$ cat config.mk
export PLATFORM = sky130hd
export DESIGN_NAME = gpoc_top
export DESIGN_NICKNAME = d
export VERILOG_FILES = /design/src/gpoc_sync.v /design/src/gpoc_top.v
export VERILOG_INCLUDE_DIRS = /design/src
export SDC_FILE = /design/constraint.sdc
export NUM_CORES = 1
export LEC_CHECK = 0
export ABC_CLOCK_PERIOD_IN_PS = 4040
export BUFFER_PORTS_ARGS = -buffer_cell sky130_fd_sc_hd__buf_2
export CAP_MARGIN = 20
export CORE_ASPECT_RATIO = 2
export CORE_MARGIN = 5
export CORE_UTILIZATION = 61
export DETAILED_ROUTE_END_ITERATION = 10
export PLACE_DENSITY = 0.89
export SYNTH_ARGS = -nofsm -noshare
export SYNTH_HDL_FRONTEND = slang
export SYNTH_SLANG_ARGS = --single-unit
$ cat constraint.sdc
create_clock -name clk -period 4.04 [get_ports clk]
set_input_delay 0.808 -clock clk [delete_from_list [all_inputs] [get_ports clk]]
set_output_delay 0.808 -clock clk [all_outputs]
set_load 0.005 [all_outputs]
$ cat src/gpoc_defines.vh
// register offsets, reset values and sizing constants for the gpio output control block
// Operation
// [RQ1] output enable write sets, output disable write clears driver status bits
// [RQ2] a line with driver status zero is input only, driver off
// [RQ3] a line with driver status one is driven when the port controller owns it
// [RQ4] set and clear output writes set and clear the output level bits
// [RQ5] enable and disable writes act regardless of line ownership
// [RQ6] set and clear writes act regardless of line ownership
// [RQ7] output level register accepts a direct single write
// [RQ8] direct write changes only bits whose write mask bit is one
// [RQ9] write mask enable write sets write mask status bits
// [RQ10] write mask disable write clears write mask status bits
// [RQ11] write mask status resets to zero
// [RQ12] open drain line is only driven low, released otherwise
// [RQ13] open drain enable and disable writes set and clear the selection
// [RQ14] open drain selection works under either line owner
// [RQ15] open drain status is readable per line
// [RQ16] open drain status resets to zero
// [RQ17] pin level status reflects synchronised actual pin level
`ifndef GPOC_DEFINES_VH
`define GPOC_DEFINES_VH

`define GPOC_ADDR_W             6
`define GPOC_OFS_OUT_EN         6'h00
`define GPOC_OFS_OUT_DIS        6'h04
`define GPOC_OFS_DRV_STAT       6'h08
`define GPOC_OFS_SET_OUT        6'h0C
`define GPOC_OFS_CLR_OUT        6'h10
`define GPOC_OFS_OUT_LEVEL      6'h14
`define GPOC_OFS_PIN_LEVEL      6'h18
`define GPOC_OFS_WMASK_EN       6'h1C
`define GPOC_OFS_WMASK_DIS      6'h20
`define GPOC_OFS_WMASK_STAT     6'h24
`define GPOC_OFS_OD_EN          6'h28
`define GPOC_OFS_OD_DIS         6'h2C
`define GPOC_OFS_OD_STAT        6'h30
`define GPOC_OFS_OWNER          6'h34

`define GPOC_RST_DRV_STAT       32'h00000000
`define GPOC_RST_OUT_LEVEL      32'h00000000
`define GPOC_RST_WMASK          32'h00000000
`define GPOC_RST_OD             32'h00000000
`define GPOC_RST_OWNER          32'h00000000

`define GPOC_UNMAPPED_READ      32'h00000000
`define GPOC_SYNC_STAGES        3

`endif

$ cat src/gpoc_sync.v
// three-stage pin synchroniser with agreement filter for one input line
`timescale 1ns/1ps
`include "gpoc_defines.vh"

module gpoc_sync (
    // clock and reset
    input  wire clk,
    input  wire reset_n,
    // raw pin and filtered level
    input  wire pin_in,
    output reg  level_r
);

    reg meta_r;
    reg s2_r;
    reg s3_r;

    // only s2 reads meta; level moves when s2 and s3 agree
    always @(posedge clk or negedge reset_n) begin
        if (!reset_n) begin
            meta_r  <= 1'b0;
            s2_r    <= 1'b0;
            s3_r    <= 1'b0;
            level_r <= 1'b0;
        end else begin
            meta_r <= pin_in;
            s2_r   <= meta_r;
            s3_r   <= s2_r;
            if (s2_r == s3_r) begin
                level_r <= s3_r;
            end
        end
    end

endmodule

$ cat src/gpoc_top.v
// gpio output control: avalon-mm register file, pad drive logic and pin feedback
//
// Local design decisions: the Avalon-MM interface to the registers and the placing of the registers.
`timescale 1ns/1ps
`include "gpoc_defines.vh"

module gpoc_top #(
    parameter LINES = 32
) (
    // clock and reset
    input  wire                    clk,
    input  wire                    reset_n,
    // avalon-mm slave
    input  wire [`GPOC_ADDR_W-1:0] avs_address,
    input  wire                    avs_read,
    input  wire                    avs_write,
    input  wire [31:0]             avs_writedata,
    input  wire [3:0]              avs_byteenable,
    output reg  [31:0]             avs_readdata,
    output wire                    avs_waitrequest,
    // peripheral function side of each line
    input  wire [LINES-1:0]        periph_out,
    input  wire [LINES-1:0]        periph_oe,
    // pads, three signals per two-way line
    input  wire [LINES-1:0]        pad_in,
    output reg  [LINES-1:0]        pad_out,
    output reg  [LINES-1:0]        pad_oe
);

    // stored state
    reg  [LINES-1:0] drv_stat_r;
    reg  [LINES-1:0] out_level_r;
    reg  [LINES-1:0] wmask_r;
    reg  [LINES-1:0] od_r;
    reg  [LINES-1:0] owner_r;     // one: port controller owns the line
    reg              ack_r;
    wire [LINES-1:0] pin_level;

    // byte-lane expanded write data; unselected lanes count as zero bits
    wire [31:0] be_mask = {{8{avs_byteenable[3]}}, {8{avs_byteenable[2]}},
                           {8{avs_byteenable[1]}}, {8{avs_byteenable[0]}}};
    wire [31:0] wd_masked = avs_writedata & be_mask;
    wire [LINES-1:0] wbits = wd_masked[LINES-1:0];
    wire [LINES-1:0] wlane = be_mask[LINES-1:0];

    // one wait cycle per access: the request is taken when ack_r is high
    wire take = (avs_read | avs_write) & ack_r;
    wire wr   = avs_write & ack_r;
    assign avs_waitrequest = (avs_read | avs_write) & ~ack_r;

    // wait-state generator; ack drops after each completed access
    always @(posedge clk or negedge reset_n) begin
        if (!reset_n) begin
            ack_r <= 1'b0;
        end else begin
            ack_r <= (avs_read | avs_write) & ~ack_r;
        end
    end

    // address strobes for each command register
    wire hit_oen  = wr && (avs_address == `GPOC_OFS_OUT_EN);
    wire hit_odis = wr && (avs_address == `GPOC_OFS_OUT_DIS);
    wire hit_set  = wr && (avs_address == `GPOC_OFS_SET_OUT);
    wire hit_clr  = wr && (avs_address == `GPOC_OFS_CLR_OUT);
    wire hit_lvl  = wr && (avs_address == `GPOC_OFS_OUT_LEVEL);
    wire hit_wen  = wr && (avs_address == `GPOC_OFS_WMASK_EN);
    wire hit_wdis = wr && (avs_address == `GPOC_OFS_WMASK_DIS);
    wire hit_oden = wr && (avs_address == `GPOC_OFS_OD_EN);
    wire hit_oddi = wr && (avs_address == `GPOC_OFS_OD_DIS);
    wire hit_own  = wr && (avs_address == `GPOC_OFS_OWNER);

    // driver status update, independent of owner
    // [RQ1] [RQ5] enable sets disable clears
    always @(posedge clk or negedge reset_n) begin
        if (!reset_n) begin
            drv_stat_r <= `GPOC_RST_DRV_STAT;
        end else if (hit_oen) begin
            drv_stat_r <= drv_stat_r | wbits;
        end else if (hit_odis) begin
            drv_stat_r <= drv_stat_r & ~wbits;
        end
    end

    // output level: set, clear, or masked direct write
    // [RQ4] [RQ6] set clear level
    // [RQ7] [RQ8] masked direct write
    always @(posedge clk or negedge reset_n) begin
        if (!reset_n) begin
            out_level_r <= `GPOC_RST_OUT_LEVEL;
        end else if (hit_set) begin
            out_level_r <= out_level_r | wbits;
        end else if (hit_clr) begin
            out_level_r <= out_level_r & ~wbits;
        end else if (hit_lvl) begin
            out_level_r <= (out_level_r & ~(wmask_r & wlane)) |
                           (avs_writedata[LINES-1:0] & wmask_r & wlane);
        end
    end

    // write mask status
    // [RQ9] [RQ10] [RQ11] mask set clear reset
    always @(posedge clk or negedge reset_n) begin
        if (!reset_n) begin
            wmask_r <= `GPOC_RST_WMASK;
        end else if (hit_wen) begin
            wmask_r <= wmask_r | wbits;
        end else if (hit_wdis) begin
            wmask_r <= wmask_r & ~wbits;
        end
    end

    // open drain selection, usable whichever party owns the line
    // [RQ13] [RQ14] [RQ16] od set clear
    always @(posedge clk or negedge reset_n) begin
        if (!reset_n) begin
            od_r <= `GPOC_RST_OD;
        end else if (hit_oden) begin
            od_r <= od_r | wbits;
        end else if (hit_oddi) begin
            od_r <= od_r & ~wbits;
        end
    end

    // line ownership is a plain read/write register, byte lanes honoured
    always @(posedge clk or negedge reset_n) begin
        if (!reset_n) begin
            owner_r <= `GPOC_RST_OWNER;
        end else if (hit_own) begin
            owner_r <= (owner_r & ~wlane) | (avs_writedata[LINES-1:0] & wlane);
        end
    end

    // pad drive per line; registered so pad outputs come from flip-flops
    genvar i;
    generate
        for (i = 0; i < LINES; i = i + 1) begin : g_line
            wire lvl = owner_r[i] ? out_level_r[i] : periph_out[i];
            wire en  = owner_r[i] ? drv_stat_r[i] : periph_oe[i];

            // [RQ2] [RQ3] drive per status
            // [RQ12] open drain drives low only
            always @(posedge clk or negedge reset_n) begin
                if (!reset_n) begin
                    pad_out[i] <= 1'b0;
                    pad_oe[i]  <= 1'b0;
                end else if (od_r[i]) begin
                    pad_out[i] <= 1'b0;
                    pad_oe[i]  <= en & ~lvl;
                end else begin
                    pad_out[i] <= lvl;
                    pad_oe[i]  <= en;
                end
            end

            // [RQ17] pin feedback sync
            gpoc_sync u_sync (
                .clk     (clk),
                .reset_n (reset_n),
                .pin_in  (pad_in[i]),
                .level_r (pin_level[i])
            );
        end
    endgenerate

    // read mux; registered at the edge that ends the wait cycle, unmapped reads return zero
    // [RQ15] od status readable
    reg [31:0] rd_nxt;
    always @* begin
        rd_nxt = `GPOC_UNMAPPED_READ;
        if (avs_address == `GPOC_OFS_DRV_STAT) begin
            rd_nxt[LINES-1:0] = drv_stat_r;
        end else if (avs_address == `GPOC_OFS_OUT_LEVEL) begin
            rd_nxt[LINES-1:0] = out_level_r;
        end else if (avs_address == `GPOC_OFS_PIN_LEVEL) begin
            rd_nxt[LINES-1:0] = pin_level;
        end else if (avs_address == `GPOC_OFS_WMASK_STAT) begin
            rd_nxt[LINES-1:0] = wmask_r;
        end else if (avs_address == `GPOC_OFS_OD_STAT) begin
            rd_nxt[LINES-1:0] = od_r;
        end else if (avs_address == `GPOC_OFS_OWNER) begin
            rd_nxt[LINES-1:0] = owner_r;
        end
    end

    // readdata loaded during the wait cycle, so it stands at the accept edge
    always @(posedge clk or negedge reset_n) begin
        if (!reset_n) begin
            avs_readdata <= 32'h00000000;
        end else if (avs_read & ~ack_r) begin
            avs_readdata <= rd_nxt;
        end
    end

endmodule

==> impl_metrics.json, run 1 <==
{
  "grt_setup_unrepaired": "false",
  "antenna_found_initial": 6,
  "tns_ns": 0,
  "synth_xor_area_share_pct": 0,
  "drt-wirelength-per-cell_um": 23.09,
  "grt_pass1_vias": 13444,
  "die-area_um2": 29220,
  "ctsRootBufferMaster": "clkbuf_16",
  "drcViolationCount": 0,
  "holdWs_ns": 0.2846,
  "io_pins": 239,
  "grt_max_degree": 121,
  "ys_seq_elements": 385,
  "cp-end-kind": "flip-flop",
  "min_period_ns": 2.856,
  "worst_ep_required_time_ns": 4.46,
  "status": "complete, no violations",
  "leakage_uw": 0.008335,
  "setup.worst_path.start": "avs_address[4]",
  "synth_cell_type_count": 32,
  "first_pass_iters": 8,
  "synth_top_area_share_pct": 61.41,
  "synth_nets": 1569,
  "yosys_warnings": 0,
  "crit_top_cell": "o21ai_0",
  "die_h_um": 236.8,
  "cap_violations": 0,
  "grt_pass1_wl_um": 70710,
  "ctsResizeCount": 0,
  "hold_violations": 0,
  "cts_buffers": 31,
  "vdd_drop_max_mv": 0.4178,
  "slew_headroom_pct": 29.57,
  "layout-drive-gt1-share_pct": 22.29,
  "yosys-top-cells-area": "dfrtp_1, o21ai_0, o31ai_1",
  "htreeDepth": 1,
  "clock_latency_ns": 0.58,
  "path_delay_family": "simple AND/OR/NAND/NOR gates",
  "ant_nets": 0,
  "rows": 83,
  "grt_usage_pct": 31.22,
  "synth-edff-count": 0,
  "clock_path_buffers": 3,
  "path_cells": "buf_2 > or4b_2 > or4_4 > o21ai_0 > o21ai_0",
  "clk_pin_slew_ns": 0.07,
  "yosysMostFrequentCell": "dfrtp_1",
  "place.gp.congestion": 0.8721,
  "worstPathMaxFanout": 32,
  "path_class": "input pin to flip-flop",
  "nets": 1772,
  "synth_compound_area_share_pct": 17.34,
  "worst_pin_slew_ns": 1.055,
  "drtIter0Drc": 1592,
  "finalSetupViolCount": 0,
  "grt_overflow": 0,
  "instances_no_fill": 1995,
  "synth_area_um2": 15690,
  "synth_top_family_by_area": "compound AO/OA/AOI/OAI gates",
  "synthMuxAreaShare_pct": 6.811,
  "finalClockSkew_ns": 0.01517,
  "dp.cells": 1937,
  "synthSimpleGateAreaFrac_pct": 10.19,
  "drt_wl_total_um": 46070,
  "cts_sinks": 385,
  "initial_core_util_pct": 61.41,
  "via_count": 13140,
  "fin_crit_sh_pct": 70.69,
  "synth_fa_ha_area_share_pct": 2.042,
  "crit_path_start_kind": "input pin",
  "cts_setup_buffers": 0,
  "area_delta_synth_final_pct": 17.14,
  "dp_hpwl_um": 28930,
  "cts_tree": "yes",
  "viasPerCell": 6.586,
  "arrival_ns": 3.28,
  "synthTopCellsByCount": "dfrtp_1, o21ai_0, nand2_1",
  "synth_ff_type": "dfrtp_1",
  "critPathSlowestCell": "or4b_2",
  "holdBufCountCts": 0,
  "core-area_um2": 25550,
  "async_flop_share_pct": 100.0,
  "r2r_slack_ns": 1.31,
  "slew_viol_final": 0,
  "dieWidth_um": 123.4,
  "power_density_nw_per_um2": 441.4,
  "synth_largest_area_cell": "dfrtp_1",
  "io_buffers": 238,
  "synth_cells": 1427,
  "clock.fmax_mhz": 350.1,
  "critPathMaxStageDelay_ns": 1.01,
  "yosysSeqAreaShare_pct": 61.41,
  "cp_num_buf_inv": 1,
  "syn_area_per_cell_um2": 10.99,
  "hold_path_class": "input pin to asynchronous set/reset pin",
  "r2r_start": "ack_r"
}
[kinds of logic after synthesis]
| group | after synthesis |
|---|---|
| fa+ha+maj | 32 |
| mux | 102 |
| buf+inv | 90 |
| flops | 385 |
| simple gates | 339 |
| compound gates | 479 |
[stage by stage]
step	cell area, um2	util (%)	setup slack (ns)	total power, uW
floorplan	15690	-	1.634	4519
global placement	17230	67.44	0.7700	4857
detailed placement	17280	67.63	0.6854	4895
CTS	18370	71.90	1.277	8116
global route	18380	71.94	1.156	8356
finish	18380	71.94	1.184	8112
[routing by layer]
layer	global-route usage, %	wire length [um]	part of all wire [%]	vias up
met5	0	28	0.061	-
met4	22.72	3382	7.3	4
met3	5.163	4399	9.5	275
met2	50.33	22650	49	957
met1	37.25	15610	34	6298
li1	-	-	-	5606
[power breakdown]
group          internal (uW)  switching, uW
clock network           1890           1380
registers               4050            149
logic                    242            401
total                   6180           1930
[cells in the final DEF, fill, tap and decap left out, types with 2 or more instances in the layout]
master,count
maj3_1,32
o21ai_0,219
clkinv_2,6
bufinv_16,6
diode_2,4
nand3_1,27
buf_4,16
nand2_1,121
a211oi_1,32
nor4_1,32
or2_2,2
nor2b_1,6
clkbuf_16,31
nor2_1,63
mux2_2,38
a21oi_1,101
buf_2,236
clkbuf_1,4
and3_1,32
nand2b_2,3
or3_2,3
dfrtp_1,385
buf_12,5
mux2i_1,64
or3_1,2
nor3_1,34
nor2_4,2
clkbuf_8,6
o31ai_1,95
o21ai_1,30
[final cells by class]
class                           instances  area (um2)
Clock inverter                         13       217.7
Inverter                                1       3.754
Clock buffer                           41       873.3
Tap cell                              340       425.4
Sequential cell                       385        9634
Antenna cell                            4       10.01
Multi-Input combinational cell        952        5769
Fill cell                            1818        7169
Timing Repair Buffer                  259        1444
[final timing paths]
kind | end | cells past startpoint
setup / recovery | flip-flop | 5
hold / removal | pad_oe[2] | 1
setup reg to reg | flip-flop | 6
hold reg to reg | g_line[14].u_sync.s2_r | 0
max in group asynchronous | g_line[28].u_sync.meta_r | 2
min in group clk | g_line[10].u_sync.meta_r | 1
[worst reg2reg max path, delay by kind of cell, from the launching register on]
kind | cells | cell delay (ns)
AND/OR/NAND/NOR | 3 | 1.44
AO/OA/AOI/OAI | 2 | 0.33
buffers and inverters | 1 | 0.33
flip-flops | 1 | 0.49
Note: power is estimated with default switching activity, not from simulation.
==> inputs of run 2 (changes only) <==
--- a/config.mk
+++ b/config.mk
@@ -6,14 +6,15 @@
 export SDC_FILE = /design/constraint.sdc
 export NUM_CORES = 1
 export LEC_CHECK = 0
-export ABC_CLOCK_PERIOD_IN_PS = 4040
+export ABC_AREA = 1
+export ABC_CLOCK_PERIOD_IN_PS = 2400
 export BUFFER_PORTS_ARGS = -buffer_cell sky130_fd_sc_hd__buf_2
 export CAP_MARGIN = 20
 export CORE_ASPECT_RATIO = 2
 export CORE_MARGIN = 5
-export CORE_UTILIZATION = 61
+export CORE_UTILIZATION = 52
 export DETAILED_ROUTE_END_ITERATION = 10
-export PLACE_DENSITY = 0.89
+export PLACE_DENSITY = 0.8
 export SYNTH_ARGS = -nofsm -noshare
 export SYNTH_HDL_FRONTEND = slang
 export SYNTH_SLANG_ARGS = --single-unit
==> constraint.sdc (replaced) <==
create_clock -name clk -period 2.4 [get_ports clk]
set_input_delay 0.48 -clock clk [delete_from_list [all_inputs] [get_ports clk]]
set_output_delay 0.48 -clock clk [all_outputs]
set_load 0.005 [all_outputs]
==> impl_metrics.json, run 2 <==
{
  "clock_latency_ns": 0.54,
  "core-area_um2": 32120,
  "synth_largest_area_cell": "dfrtp_1",
  "nets": 2292,
  "area_delta_synth_final_pct": 18.43,
  "syn_area_per_cell_um2": 8.802,
  "cts_setup_buffers": 0,
  "io_buffers": 238,
  "yosysMostFrequentCell": "nand2_1",
  "cts_sinks": 385,
  "synth_cell_type_count": 28,
  "slew_headroom_pct": 27.93,
  "grt_max_degree": 79,
  "power_density_nw_per_um2": 711.9,
  "layout-drive-gt1-share_pct": 18.58,
  "rows": 93,
  "die-area_um2": 36370,
  "drtIter0Drc": 1317,
  "crit_path_start_kind": "flip-flop",
  "dp_hpwl_um": 34820,
  "grt_overflow": 0,
  "clock_path_buffers": 3,
  "synth_top_area_share_pct": 57.10,
  "ff_latch_area_um2": 9634,
  "worst_ep_required_time_ns": 2.87,
  "viasPerCell": 5.645,
  "cts_tree": "yes",
  "synthTopCellsByCount": "nand2_1, dfrtp_1, nor2_1",
  "ctsRootBufferMaster": "clkbuf_16",
  "fin_util_pct": 62.23,
  "grt_pass1_wl_um": 78600,
  "drt_wl_total_um": 50390,
  "cp-end-kind": "flip-flop",
  "clock.fmax_mhz": 535.5,
  "yosys-top-cells-area": "dfrtp_1, nand2_1, nor2_1",
  "synth_nets": 2059,
  "cap_violations": 0,
  "hold_path_class": "input pin to flip-flop",
  "worst_pin_slew_ns": 1.078,
  "synth_fa_ha_area_share_pct": 1.898,
  "fin_crit_sh_pct": 77.81,
  "drcViolationCount": 0,
  "min_period_ns": 1.868,
  "p_total_uw": 14230,
  "status": "complete, no violations",
  "hold_violations": 0,
  "grt_pass1_vias": 15065,
  "holdWs_ns": 0.04219,
  "slew_viol_final": 0,
  "yosysSeqAreaShare_pct": 57.10,
  "synthMuxAreaShare_pct": 4.449,
  "finalClockSkew_ns": 0.01376,
  "synthSimpleGateAreaFrac_pct": 23.44,
  "ctsResizeCount": 0,
  "yosys_warnings": 0,
  "drt-wirelength-per-cell_um": 19.31,
  "worstPathMaxFanout": 42,
  "dieWidth_um": 137.4,
  "die_h_um": 264.8,
  "place.gp.congestion": 0.9388,
  "tns_ns": 0,
  "htreeDepth": 2,
  "clk_pin_slew_ns": 0.06,
  "synth_ff_type": "dfrtp_1",
  "fillers": 2693,
  "synth_area_um2": 16870,
  "multi_input_area_um2": 6232,
  "finalSetupViolCount": 0,
  "ys_seq_elements": 385,
  "synth-edff-count": 0,
  "via_count": 14727,
  "path_class": "flip-flop to flip-flop",
  "place_area_um2": 18750,
  "io_pins": 239,
  "final_area_um2": 19980,
  "cts_buffers": 35,
  "final_cell_mix": "nand2_1, dfrtp_1, nor2_1",
  "arrival_ns": 2.34,
  "synth_cells": 1917,
  "leakage_uw": 0.01038,
  "ant_nets": 0,
  "initial_core_util_pct": 52.54,
  "first_pass_iters": 7,
  "grt_setup_unrepaired": "false",
  "final_common_cell": "nand2_1",
  "grt_usage_pct": 27.76,
  "antenna_found_initial": 9,
  "synth_compound_area_share_pct": 6.785,
  "async_flop_share_pct": 100.0,
  "synth_xor_area_share_pct": 0,
  "synth_top_family_by_area": "simple AND/OR/NAND/NOR gates",
  "vdd_drop_max_mv": 0.5833
}
==> run 2: changes by cell type after synthesis, sizes merged, moves of 38 or more <==
cell   change
nand2    +391
nand3     +45
o21ai    -120
o31ai     -95
nor2     +194
nand4     +96
buf       +38
a21oi     -40
inv      +165
==> run 2: path summary, 6_finish.rpt <==
| path | startpoint | endpoint | slack, ns | cells after the start |
|---|---|---|---|---|
| setup / recovery | ack_r | out_level_r[26] | 0.53 | 7 |
| hold / removal | pad_in[0] | g_line[0].u_sync.meta_r | 0.04 | 1 |
| setup reg to reg | ack_r | out_level_r[26] | 0.53 | 7 |
| hold reg to reg | g_line[28].u_sync.meta_r | g_line[28].u_sync.s2_r | 0.34 | 0 |
| max in group asynchronous | reset_n | asynchronous set/reset pin | 1.06 | 3 |
| min in group asynchronous | reset_n | g_line[4].u_sync.s3_r | 0.49 | 2 |
==> run 2: worst max-delay path: stages (launching register included) <==
cell and delay, ns:
dfrtp_1 0.34, nand2_1 0.18, nor3_1 0.36, nand2_2 0.17, buf_4 0.32, o22ai_1 0.26
nand2_1 0.09, nand2_1 0.07
==> run 2: timing repair <==
item,in CTS,in global routing
hold buffers,1,0
hold endpoints to repair,64,0
endpoints found under the setup margin,0,0
==> run 2: kinds of logic (layout without fill, tap and decap cells) <==
group | count (synthesis) | count (layout)
compound gates | 221 | 221
other cells | 0 | 8
fa+ha+maj | 32 | 32
simple gates | 945 | 945
mux | 71 | 71
flops | 385 | 385
buf+inv | 263 | 520
==> run 2: metrics by stage <==
step | cells | setup WS, ns
floorplan | 1917 | 0.7236
global placement | 2539 | 0.2515
detailed placement | 2539 | 0.1957
CTS | 2601 | 0.5349
global route | 2608 | 0.3405
finish | 2609 | 0.5325
==> run 2: per-layer routing <==
metal	wire (um)	up-vias	global-route usage, %
met5	27	-	0
met4	3868	4	19.76
met3	3657	267	4.652
met2	25470	741	47.00
met1	17360	7033	31.15
li1	-	6682	-
==> run 2: cell type report <==
cell class              instances  share of cell area, %
multi-input cells            1269                  31.19
clock inverters                12                 0.8390
clock buffers                  49                  5.209
flip-flops and latches        385                  48.21
well taps                     427                  2.673
inverters                     166                  3.130
diodes                          8                 0.1002
repair buffers                293                  8.653
==> run 2: power by group <==
group          switching (uW)  total, uW  internal (uW)
Sequential                258       7100           6840
Combinational             746       1190            442
Clock                    2470       5940           3470
Total                    3470      14200          10800
